$ cat src/eqcrb_pkg.sv
// constants shared by the equalizer control register bank
// assumes the serial pins are already synchronous to ref_clk_i
`default_nettype none

package eqcrb_pkg;

	// register indices on the serial port
	localparam logic [6:0] EQCRB_ADDR_GEN_CTRL = 7'h00;
	localparam logic [6:0] EQCRB_ADDR_DRV_SETUP = 7'h01;
	localparam logic [6:0] EQCRB_ADDR_LAUNCH = 7'h02;
	localparam logic [6:0] EQCRB_ADDR_CABLE_LEN = 7'h06;

	// frame layout, most significant bit first
	localparam int EQCRB_FRAME_BITS = 16;
	localparam int EQCRB_DIR_BIT = 15;
	localparam int EQCRB_ADDR_MSB = 14;
	localparam int EQCRB_ADDR_LSB = 8;
	localparam logic [4:0] EQCRB_FRAME_COUNT = 5'h10;

	// general control fields
	localparam int EQCRB_GC_CARRIER = 7;
	localparam int EQCRB_GC_MUTE = 6;
	localparam int EQCRB_GC_BYPASS = 5;
	localparam int EQCRB_GC_SLEEP_MSB = 4;
	localparam int EQCRB_GC_SLEEP_LSB = 3;
	localparam int EQCRB_GC_DRV_SEL = 2;
	localparam int EQCRB_GC_MASTER_RST = 1;
	localparam int EQCRB_GC_ACQ_RST = 0;
	localparam logic [6:0] EQCRB_GC_RESET = 7'h08;

	// sleep policy codes
	typedef enum logic [1:0] {
		EQCRB_SLEEP_NEVER = 2'h0,
		EQCRB_SLEEP_AUTO = 2'h1,
		EQCRB_SLEEP_FORCE = 2'h2,
		EQCRB_SLEEP_RSVD = 2'h3
	} eqcrb_sleep_t;

	// output driver fields; bit 0 is reserved and reads zero
	localparam int EQCRB_DRV_SWING_LSB = 6;
	localparam int EQCRB_DRV_OFFSET_LSB = 4;
	localparam int EQCRB_DRV_DEEMPH_EN = 3;
	localparam int EQCRB_DRV_DEEMPH_LSB = 1;
	localparam logic [7:0] EQCRB_DRV_RESET = 8'ha2;
	localparam logic [1:0] EQCRB_OFFSET_SUPPLY = 2'h3;

	// launch amplitude field
	localparam int EQCRB_LAUNCH_BIT = 7;
	localparam logic EQCRB_LAUNCH_RESET = 1'b0;

	// cable length reading range and scale, in quarter metres
	localparam logic [7:0] EQCRB_CLEN_MAX = 8'hf7;
	localparam logic [7:0] EQCRB_CLEN_KNEE = 8'hbf;
	localparam logic [10:0] EQCRB_CLEN_FINE_STEP = 11'h005;
	localparam logic [10:0] EQCRB_CLEN_COARSE_STEP = 11'h00f;

endpackage : eqcrb_pkg

`default_nettype wire

$ cat src/eqcrb_regbank.sv
// control and status register bank with its serial slave port
// assumes sck, ss and mosi are synchronous to ref_clk_i and that sck
// runs well below half the ref_clk_i rate
`default_nettype none

module eqcrb_regbank
	import eqcrb_pkg::*;
(
	// clock and reset
	input wire logic ref_clk_i,
	input wire logic sys_rst_i,
	// serial port
	input wire logic ss_n_i,
	input wire logic sck_i,
	input wire logic mosi_i,
	output logic miso_o,
	output logic miso_oe_o,
	// status from the analog equalizer
	input wire logic carrier_detect_i,
	input wire logic [7:0] cable_length_i,
	// equalizer controls
	output logic eq_mute_o,
	output logic eq_bypass_o,
	output logic eq_sleep_o,
	output logic acq_rst_o,
	output logic launch_atten_o,
	output logic [10:0] cable_length_qm_o,
	// output_pair_zero settings
	output logic [1:0] pair0_swing_o,
	output logic [1:0] pair0_offset_o,
	output logic pair0_supply_ref_o,
	output logic pair0_deemph_en_o,
	output logic [1:0] pair0_deemph_lvl_o,
	// output_pair_one settings
	output logic [1:0] pair1_swing_o,
	output logic [1:0] pair1_offset_o,
	output logic pair1_supply_ref_o,
	output logic pair1_deemph_en_o,
	output logic [1:0] pair1_deemph_lvl_o
);

	////////////////////////////////////////////////////////////////////////////
	// helpers

	// clamps the raw reading to the documented range
	function automatic logic [7:0] clamp_len(input logic [7:0] raw);
		clamp_len = (raw > EQCRB_CLEN_MAX) ? EQCRB_CLEN_MAX : raw;
	endfunction : clamp_len

	// converts a code into quarter metres; two slopes meet at the knee
	// quarter metres keep both slopes in integers: 5 and 15 per count
	function automatic logic [10:0] len_to_qm(input logic [7:0] code);
		logic [10:0] c;
		c = {3'h0, code};
		if (code <= EQCRB_CLEN_KNEE) begin
			len_to_qm = 11'(c * EQCRB_CLEN_FINE_STEP);
		end else begin
			len_to_qm = 11'({3'h0, EQCRB_CLEN_KNEE} * EQCRB_CLEN_FINE_STEP
				+ (c - {3'h0, EQCRB_CLEN_KNEE}) * EQCRB_CLEN_COARSE_STEP);
		end
	endfunction : len_to_qm

	////////////////////////////////////////////////////////////////////////////
	// pin edge detection

	logic sck_q, sck_d;
	logic ss_n_q, ss_n_d;
	logic sck_rise, sck_fall, ss_fall, ss_rise;

	// previous pin levels, one stage is enough since pins are synchronous
	always_comb begin
		sck_d = sck_i;
		ss_n_d = ss_n_i;
	end

	always_ff @(posedge ref_clk_i) begin
		if (sys_rst_i) begin
			sck_q <= 1'b0;
			ss_n_q <= 1'b1;
		end else begin
			sck_q <= sck_d;
			ss_n_q <= ss_n_d;
		end
	end

	// edges count only while selected, so sck noise between frames is ignored
	assign sck_rise = !ss_n_i && sck_i && !sck_q;
	assign sck_fall = !ss_n_i && !sck_i && sck_q;
	assign ss_fall = !ss_n_i && ss_n_q;
	assign ss_rise = ss_n_i && !ss_n_q;

	////////////////////////////////////////////////////////////////////////////
	// register state

	logic [6:0] gc_q, gc_d;
	// bit 0 of the driver copies is reserved and reads zero, so it is not stored
	logic [7:1] drv_q [2];
	logic [7:1] drv_d [2];
	logic launch_q, launch_d;
	logic [15:0] shift_q, shift_d;
	logic [4:0] bits_q, bits_d;
	logic acq_q, acq_d;
	logic miso_q, miso_d;
	logic miso_oe_q, miso_oe_d;

	// decoded fields of the frame now sitting in the shifter
	logic frame_done;
	logic frame_rd;
	logic [6:0] frame_addr;
	logic [7:0] frame_data;
	logic bank;
	logic [7:0] rd_byte;
	logic soft_rst;

	// a frame commits only on the select rising edge after a full 16 clocks;
	// short frames are dropped, so a glitch on select cannot write anything
	assign frame_done = ss_rise && (bits_q >= EQCRB_FRAME_COUNT);
	assign frame_rd = shift_q[EQCRB_DIR_BIT];
	assign frame_addr = shift_q[EQCRB_ADDR_MSB:EQCRB_ADDR_LSB];
	assign frame_data = shift_q[7:0];
	assign bank = gc_q[EQCRB_GC_DRV_SEL];
	// a master reset write lands at the frame end and clears on the next edge
	assign soft_rst = gc_q[EQCRB_GC_MASTER_RST];

	// read mux; carrier and cable length are live, writes cannot touch them
	always_comb begin
		unique case (frame_addr)
			EQCRB_ADDR_GEN_CTRL: rd_byte = {carrier_detect_i, gc_q};
			EQCRB_ADDR_DRV_SETUP: rd_byte = {drv_q[bank], 1'b0};
			EQCRB_ADDR_LAUNCH: rd_byte = {launch_q, 7'h00};
			EQCRB_ADDR_CABLE_LEN: rd_byte = clamp_len(cable_length_i);
			default: rd_byte = 8'h00;
		endcase
	end

	////////////////////////////////////////////////////////////////////////////
	// serial shifter and frame commit

	// shifting keeps the last 16 bits, so long daisy-chain frames just pass
	// the earlier bits on through miso
	always_comb begin
		shift_d = shift_q;
		bits_d = bits_q;
		miso_d = miso_q;
		miso_oe_d = !ss_n_i;
		if (ss_fall) begin
			bits_d = 5'h00;
			miso_d = shift_q[EQCRB_FRAME_BITS-1];
		end
		if (sck_rise) begin
			shift_d = {shift_q[14:0], mosi_i};
			if (bits_q != EQCRB_FRAME_COUNT) begin
				bits_d = 5'(bits_q + 5'h01);
			end
		end
		if (sck_fall) begin
			miso_d = shift_q[EQCRB_FRAME_BITS-1];
		end
		if (frame_done && frame_rd) begin
			shift_d = {shift_q[15:8], rd_byte};
		end
	end

	always_ff @(posedge ref_clk_i) begin
		if (sys_rst_i || soft_rst) begin
			shift_q <= 16'h0000;
			bits_q <= 5'h00;
			miso_q <= 1'b0;
			miso_oe_q <= 1'b0;
		end else begin
			shift_q <= shift_d;
			bits_q <= bits_d;
			miso_q <= miso_d;
			miso_oe_q <= miso_oe_d;
		end
	end

	// register writes happen only when a whole frame ends with ss rising
	always_comb begin
		gc_d = gc_q;
		drv_d = drv_q;
		launch_d = launch_q;
		// the acquisition bit clears itself and leaves a one-cycle pulse behind
		acq_d = 1'b0;
		gc_d[EQCRB_GC_ACQ_RST] = 1'b0;
		if (gc_q[EQCRB_GC_ACQ_RST]) begin
			acq_d = 1'b1;
		end
		if (frame_done && !frame_rd) begin
			unique case (frame_addr)
				EQCRB_ADDR_GEN_CTRL: begin
					gc_d = frame_data[6:0];
				end
				EQCRB_ADDR_DRV_SETUP: begin
					drv_d[bank] = frame_data[7:1];
				end
				EQCRB_ADDR_LAUNCH: begin
					launch_d = frame_data[EQCRB_LAUNCH_BIT];
				end
				default: begin
					// cable length and unmapped writes are dropped
				end
			endcase
		end
	end

	always_ff @(posedge ref_clk_i) begin
		if (sys_rst_i || soft_rst) begin
			gc_q <= EQCRB_GC_RESET;
			drv_q[0] <= EQCRB_DRV_RESET[7:1];
			drv_q[1] <= EQCRB_DRV_RESET[7:1];
			launch_q <= EQCRB_LAUNCH_RESET;
			acq_q <= 1'b0;
		end else begin
			gc_q <= gc_d;
			drv_q <= drv_d;
			launch_q <= launch_d;
			acq_q <= acq_d;
		end
	end

	////////////////////////////////////////////////////////////////////////////
	// equalizer control outputs

	logic sleep_act;
	eqcrb_sleep_t sleep_mode;
	logic mute_q, mute_d, bypass_q, bypass_d, sleep_q, sleep_d;
	logic launch_o_q, launch_o_d;
	logic [10:0] clen_q, clen_d;

	assign sleep_mode = eqcrb_sleep_t'(gc_q[EQCRB_GC_SLEEP_MSB:EQCRB_GC_SLEEP_LSB]);

	// reserved sleep code is treated as never sleep; the host must not use it
	always_comb begin
		unique case (sleep_mode)
			EQCRB_SLEEP_NEVER: sleep_act = 1'b0;
			EQCRB_SLEEP_AUTO: sleep_act = !carrier_detect_i;
			EQCRB_SLEEP_FORCE: sleep_act = 1'b1;
			EQCRB_SLEEP_RSVD: sleep_act = 1'b0;
		endcase
	end

	// precedence: sleep over mute over bypass
	always_comb begin
		sleep_d = sleep_act;
		mute_d = gc_q[EQCRB_GC_MUTE] && !sleep_act;
		bypass_d = gc_q[EQCRB_GC_BYPASS] && !gc_q[EQCRB_GC_MUTE] && !sleep_act;
		launch_o_d = launch_q;
		clen_d = len_to_qm(clamp_len(cable_length_i));
	end

	// these flops ignore the master reset bit; they follow the registers one
	// cycle later anyway, so a master reset still settles them in two cycles
	always_ff @(posedge ref_clk_i) begin
		if (sys_rst_i) begin
			sleep_q <= 1'b0;
			mute_q <= 1'b0;
			bypass_q <= 1'b0;
			launch_o_q <= 1'b0;
			clen_q <= 11'h000;
		end else begin
			sleep_q <= sleep_d;
			mute_q <= mute_d;
			bypass_q <= bypass_d;
			launch_o_q <= launch_o_d;
			clen_q <= clen_d;
		end
	end

	////////////////////////////////////////////////////////////////////////////
	// per-pair driver settings

	logic [7:0] pair_q [2];
	logic [7:0] pair_d [2];

	// bit 0 of each entry carries the supply reference flag
	always_comb begin
		for (int p = 0; p < 2; p++) begin
			pair_d[p] = {drv_q[p],
				drv_q[p][EQCRB_DRV_OFFSET_LSB+1:EQCRB_DRV_OFFSET_LSB]
				== EQCRB_OFFSET_SUPPLY};
		end
	end

	// pair outputs lag the register copy by one cycle, the same as the other controls
	always_ff @(posedge ref_clk_i) begin
		if (sys_rst_i) begin
			pair_q[0] <= 8'h00;
			pair_q[1] <= 8'h00;
		end else begin
			pair_q <= pair_d;
		end
	end

	////////////////////////////////////////////////////////////////////////////
	// outputs, all straight from flops

	assign miso_o = miso_q;
	assign miso_oe_o = miso_oe_q;
	assign eq_mute_o = mute_q;
	assign eq_bypass_o = bypass_q;
	assign eq_sleep_o = sleep_q;
	assign acq_rst_o = acq_q;
	assign launch_atten_o = launch_o_q;
	assign cable_length_qm_o = clen_q;

	// field slices of the registered copies; no logic after the flops
	assign pair0_swing_o = pair_q[0][7:6];
	assign pair0_offset_o = pair_q[0][5:4];
	assign pair0_deemph_en_o = pair_q[0][3];
	assign pair0_deemph_lvl_o = pair_q[0][2:1];
	assign pair0_supply_ref_o = pair_q[0][0];

	assign pair1_swing_o = pair_q[1][7:6];
	assign pair1_offset_o = pair_q[1][5:4];
	assign pair1_deemph_en_o = pair_q[1][3];
	assign pair1_deemph_lvl_o = pair_q[1][2:1];
	assign pair1_supply_ref_o = pair_q[1][0];

endmodule : eqcrb_regbank

`default_nettype wire

$ cat config.mk
export PLATFORM = sky130hd
export DESIGN_NAME = eqcrb_regbank
export DESIGN_NICKNAME = d
export VERILOG_FILES = /design/src/eqcrb_pkg.sv /design/src/eqcrb_regbank.sv
export SDC_FILE = /design/constraint.sdc
export NUM_CORES = 1
export LEC_CHECK = 0
export BUFFER_PORTS_ARGS = -buffer_cell sky130_fd_sc_hd__buf_2
export CAP_MARGIN = 20
export CORE_ASPECT_RATIO = 1.4
export CORE_MARGIN = 2
export CORE_UTILIZATION = 55
export DETAILED_ROUTE_END_ITERATION = 16
export PLACE_DENSITY = 0.75
export RECOVER_POWER = 50
export SYNTH_ARGS = -nofsm -noshare
export SYNTH_HDL_FRONTEND = slang
export SYNTH_SLANG_ARGS = --single-unit
$ cat constraint.sdc
create_clock -name ref_clk_i -period 8.7 [get_ports ref_clk_i]
set_input_delay 2.175 -clock ref_clk_i [delete_from_list [all_inputs] [get_ports ref_clk_i]]
set_output_delay 2.175 -clock ref_clk_i [all_outputs]
set_load 0.005 [all_outputs]
; ---- Word level (Yosys, flattened, before mapping)
; Index checks and enable logic that the tools add are counted.
[totals]
regBits = 79
in_bits = 14
out_inout_bits = 34
word_cells = 93
[op_classes]
add_sub_neg = 3
mul = 2
n_lt_le_gt_ge = 5
n_eq_ne = 9
n_mux = 18
bitwise = 4
n_reduce_logical = 32
[op_table]
columns = cell, count
row1 = 8-bit one-hot mux with 4 select lines, 1
row2 = 7-bit two-way mux, 4
row3 = 8-bit two-way mux, 3
row4 = 5-bit two-way mux, 3
row5 = 14-bit bitwise mux, 1
row6 = 1-bit logical AND, 13
row7 = "10-bit by 11-bit adder with 11-bit output, first input constant", 1
row8 = "11-bit by 4-bit multiplier with 11-bit output, second input constant", 1
row9 = "8-bit by 3-bit multiplier with 11-bit output, second input constant", 1
row10 = 11-bit two-way mux, 1
row11 = "8-bit by 8-bit subtractor with 9-bit output, second input constant", 1
row12 = "2-bit equality test, second input constant", 4
row13 = "8-bit > comparator, second input constant", 1
row14 = "8-bit <= comparator, second input constant", 1
row15 = 1-bit zero test, 8
row16 = 2-bit AND reduction, 4
row17 = 7-bit demux with 1-bit select, 1
row18 = "7-bit by 1-bit equality test with 1-bit output, second input constant", 1
row19 = "7-bit by 2-bit equality test with 1-bit output, second input constant", 1
row20 = "7-bit by 3-bit equality test with 1-bit output, second input constant", 1
row21 = 7-bit zero test, 1
row22 = "5-bit by 1-bit adder with 5-bit output, second input constant", 1
row23 = "5-bit greater-or-equal comparator, second input constant", 1
row24 = "5-bit inequality test, second input constant", 1
row25 = other kinds (12), 17

; ---- Longest topological paths before layout
[depth]
depth_word = 6
ltp_mapped = 20
depth_no_buf = 19

; ---- Worst setup path after synthesis
; OpenSTA, ideal clock, no wires.
[synth_path]
kind = input to register
start = input port cable_length_i[7]
end = register clen_q[8] (netlist: cable_length_qm_o[8])
setup_time_ns = 0.103
arrival_time_ns = 6.351
required_time_ns = 8.597
path_slack_ns = 2.245
stages = 19
path_buffers = 2
cell_sequence = buf_6 > clkbuf_1 > a31oi_1 > inv_1 > ha_1 > nand3_1 > xnor2_1 > inv_1 > xnor2_1 > xnor2_1 > fa_1 > fa_1 > inv_1 > ha_1 > or4_1 > o22ai_1 > xnor2_1 > nor2_1 > a2111oi_2
[synth_between]
elab_chain_cells = 6
word_cells_on_any_way = 8
classes_between = 2 x add/sub / 2 x mul / 2 x order compare / 2 x mux
[synth_lines]
columns = item, line_no
row1 = start: declaration, eqcrb_regbank.sv:20  ; input wire logic [7:0] cable_length_i,
row2 = 8-bit > comparator, eqcrb_regbank.sv:47  ; clamp_len = (raw > EQCRB_CLEN_MAX) ? EQCRB_CLEN_MAX : raw;
row3 = 8-bit two-way mux (*), eqcrb_regbank.sv:47
row4 = 8-bit by 8-bit subtractor with 9-bit output, eqcrb_regbank.sv:59  ; + (c - {3'h0, EQCRB_CLEN_KNEE}) * EQCRB_CLEN_COARSE_STEP);
row5 = 11-bit by 4-bit multiplier with 11-bit output, eqcrb_regbank.sv:59
row6 = 10-bit by 11-bit adder with 11-bit output, eqcrb_regbank.sv:59
row7 = 11-bit two-way mux (*), eqcrb_regbank.sv:55  ; if (code <= EQCRB_CLEN_KNEE) begin
row8 = end signal: assignment, eqcrb_regbank.sv:266  ; clen_q <= clen_d;
row9 = end: declaration, eqcrb_regbank.sv:229  ; logic [10:0] clen_q, clen_d;
; Mark *: on every way between the ends. The rest lies on a longest branch, timed or not.
; A chain may end at the register's enable or synchronous reset.

; ---- Final worst setup path
[layout_path]
start = input port cable_length_i[4]
end = register clen_q[8] (netlist: cable_length_qm_o[8])
; Same word-level chain as after synthesis.

==> impl_metrics.tcl <==
set metrics [dict create \
    run_status "finished with violations" \
    failed_checks "max-capacitance violations, max-slew violations" \
    post-synth-top-area-fraction_pct 35.2 \
    placed_cell_area_um2 4750 \
    arrival_ns 6.99 \
    floorplan.core_area_um2 8050 \
    start_util_pct 55.8 \
    antenna_found_initial 0 \
    first_pass_iters 5 \
    yosys.area_share.simple_pct 20.0 \
    clock_tree.buffer_depth 2 \
    synth_top_flop_cell "dfxtp_1" \
    worst_skew_ns 0.00456 \
    antenna-diode-count 0 \
    clock_slew_at_reported_path_ffs_ns 0.06 \
    final_antenna_net_count 0 \
    synth_fa_ha_area_share_pct 15.2 \
    power_density_nw_per_um2 211 \
    pwr-share-comb_pct 27.3 \
    synth-compound-area-share_pct 13.0 \
    grt_pass1_wl_um 16700 \
    grt_overflow_total 0 \
    internal_power_uw 761 \
    synth_most_common_cell "dfxtp_1" \
    worst-path-max-fanout 8 \
    max_cap_violations 1 \
    setup_total_negative_slack_ns 0 \
    net_count_final 603 \
    max_slew.worst_pin.slew_ns 1.53 \
    synth_sequential_area_ratio_pct 35.2 \
    numCtsBuffers 9 \
    switching_share_pct 28.5 \
    top_level_ports 48 \
    cts_repair_resize_count 0 \
    drc 0 \
    hold_viol_final 0 \
    synth_async_sr_flop_share_pct 0 \
    post_synthesis_cell_area_um2 4490 \
    startpoint_class "primary input" \
    timing.max_slew.rel_slack_pct -1.91 \
    p_leak_uw 0.00219 \
    netsw_uw 303 \
    average_detailed_routed_wire_length_per_instance_um 15.7 \
    dieArea_um2 8910 \
    post-cts-setup-buffers 0 \
    drt_iter0_markers 286 \
    postSynthCellCount 507 \
    tritoncts_num_sinks 79 \
    syn_nets 569 \
    cts-htree-levels 3 \
    yosysWarningCount 0 \
    critical_path_class "in2reg" \
    vias_per_cell 5.69 \
    cp.required_ns 8.91 \
    clockPowerShare_pct 36.9 \
    tritoncts_clock_tree "built" \
    detailedPlacementHpwl_um 7630 \
    synth_edf_count 0 \
    fillerInstances 712 \
    drv_slew 36 \
    fp.dieH_um 111 \
    num_rows 39 \
    dominant_combinational_cell_family_by_area_after_synthesis "simple AND/OR/NAND/NOR gates" \
    via_count_of_the_first_global_routing_pass 3565 \
    register_area_um2 1580 \
    multi_input_comb_area_um2 2670 \
    muxShareOfSynthArea_pct 6.91 \
    layout.cell_area.non_filler_um2 5050 \
    synth_top_cell_by_area "dfxtp_1" \
    yosys_register_bits 79 \
    drive_gt1_share_pct 11.7 \
    post_synth_main_area_contributors "dfxtp_1 35%, ha_1 10%, mux2i_1 6.9%" \
    vias 3681 \
    worst_ir_drop_vdd_mv 0.128 \
    tightest_hold_check_type "reg2reg" \
    grt_start_max_net_pins 36 \
    report.power.total_uw 1060 \
    port_buffers 47 \
    min_period_over_period_pct 77.9 \
    cp-end-kind "flop" \
    synth_xor_xnor_area_share_pct 4.21 \
    synth.cells.most_frequent "79 x dfxtp_1, 51 x nor2_1, 48 x nand2_1" \
    worstSkewPairLatency_ns 0.33 \
    sequential_share_of_power_pct 35.8 \
    grt.total_usage_pct 23.8 \
    setup-violations-final 0 \
    ctsRootBufferMaster "clkbuf_16" \
    synth_cell_type_count 56 \
    wire_length_after_detailed_routing_um 10100 \
    synthesis.area_per_instance_um2 8.85 \
    globalplace.congestion 0.970 \
    fmax_mhz 148 \
    cts.hold.buffers_added 0 \
    period_minus_slack_ns 6.78 \
    layout_overhead_on_the_synthesized_area_pct 12.4 \
    die_x_um 80.4 \
    rsz_0062_raised_after_global_routing "false" \
]
## metal layers
layer / part of all wire [%] / vias to the layer above / routed length [um] / GRT usage (%)
met5: 0 / - / 0 / 0
met3: 3.3 / 23 / 332 / 3.58
met2: 56 / 107 / 5630 / 43.6
met1: 38 / 1743 / 3810 / 26.3
li1: - / 1808 / - / -
met4: 3.5 / 0 / 357 / 10.6
## state kept, by name, indices dropped and copies added, names as in the netlist, 2 cells and up
| register | cells |
|---|---|
| pair1_offset_o | 2 |
| pair0_deemph_lvl_o | 2 |
| pair1_swing_o | 2 |
| gc_q | 7 |
| pair0_swing_o | 2 |
| drv_q | 14 |
| cable_length_qm_o | 11 |
| bits_q | 5 |
| shift_q | 16 |
| pair1_deemph_lvl_o | 2 |
| pair0_offset_o | 2 |
## power groups by stage
stage	registers [uW]	logic, uW	clock network, uW
2_1_floorplan	389	223	0
3_3_place_gp	388	284	0
3_5_place_dp	388	291	0
4_1_cts	381	293	398
5_1_grt	382	329	412
6_report	381	290	393
## through the flow
stage | util [%] | hold WS [ns] | setup slack, ns | instances
after floorplan | - | 0.404 | 2.25 | 507
after global placement | 59.0 | 0.418 | 1.73 | 632
after detailed placement | 59.0 | 0.425 | 1.59 | 632
after CTS | 62.8 | 0.434 | 1.93 | 647
after global routing | 62.7 | 0.459 | 1.57 | 647
final | 62.7 | 0.438 | 1.92 | 647
## worst max-delay path: stages
cell and delay (ns):
buf_2 0.19, and3_1 0.34, a31oi_1 0.23, inv_1 0.20, ha_1 0.37, nand3_1 0.14, xnor2_1 0.32, inv_1 0.19
xnor2_1 0.18, xnor2_1 0.18, fa_1 0.44, fa_1 0.49, inv_1 0.04, ha_1 0.22, or4_1 0.53, o22ai_1 0.20
xnor2_1 0.15, nor2_1 0.07, a2111oi_2 0.33
## final cells by class
class / count / share of cell area (%)
Clock inverter: 4 / 1.39
Tap cell: 102 / 2.53
Timing Repair Buffer: 48 / 4.56
Multi-Input combinational cell: 369 / 52.9
Clock buffer: 11 / 4.81
Inverter: 34 / 2.53
Sequential cell: 79 / 31.3
## worst paths after layout
check | startpoint | end | slack [ns] | depth (start not counted)
max | cable_length_i[4] | cable_length_qm_o[8] | 1.92 | 19
min | gc_q[1] | miso_oe_o | 0.44 | 1
max reg2reg | shift_q[8] | drv_q[13] | 6.44 | 4
min reg2reg | gc_q[1] | miso_oe_o | 0.44 | 1
## logic make-up (layout without fill, tap and decap cells)
group                      count (synthesis)  count (layout)
buffers and inverters                     59              97
AOI/OAI and AO/OA                         90              90
DFF                                       79              79
muxes                                     31              31
adders and majority gates                 48              48
and+or+nand+nor                          180             180
xor gates and xnor gates                  20              20
## cells in the final DEF (no fill, tap or decap), drive strengths merged, types with 6 or more instances in the layout
| cell type | n |
|---|---|
| a21oi | 32 |
| a31oi | 10 |
| and2 | 7 |
| buf | 38 |
| clkbuf | 21 |
| dfxtp | 79 |
| fa | 11 |
| ha | 37 |
| inv | 33 |
| mux2i | 31 |
| nand2 | 49 |
| nand3 | 12 |
| nor2 | 51 |
| nor2b | 18 |
| nor3 | 14 |
| o21ai | 12 |
| xnor2 | 13 |
| xor2 | 6 |
Note: power is estimated with default switching activity, not from simulation.
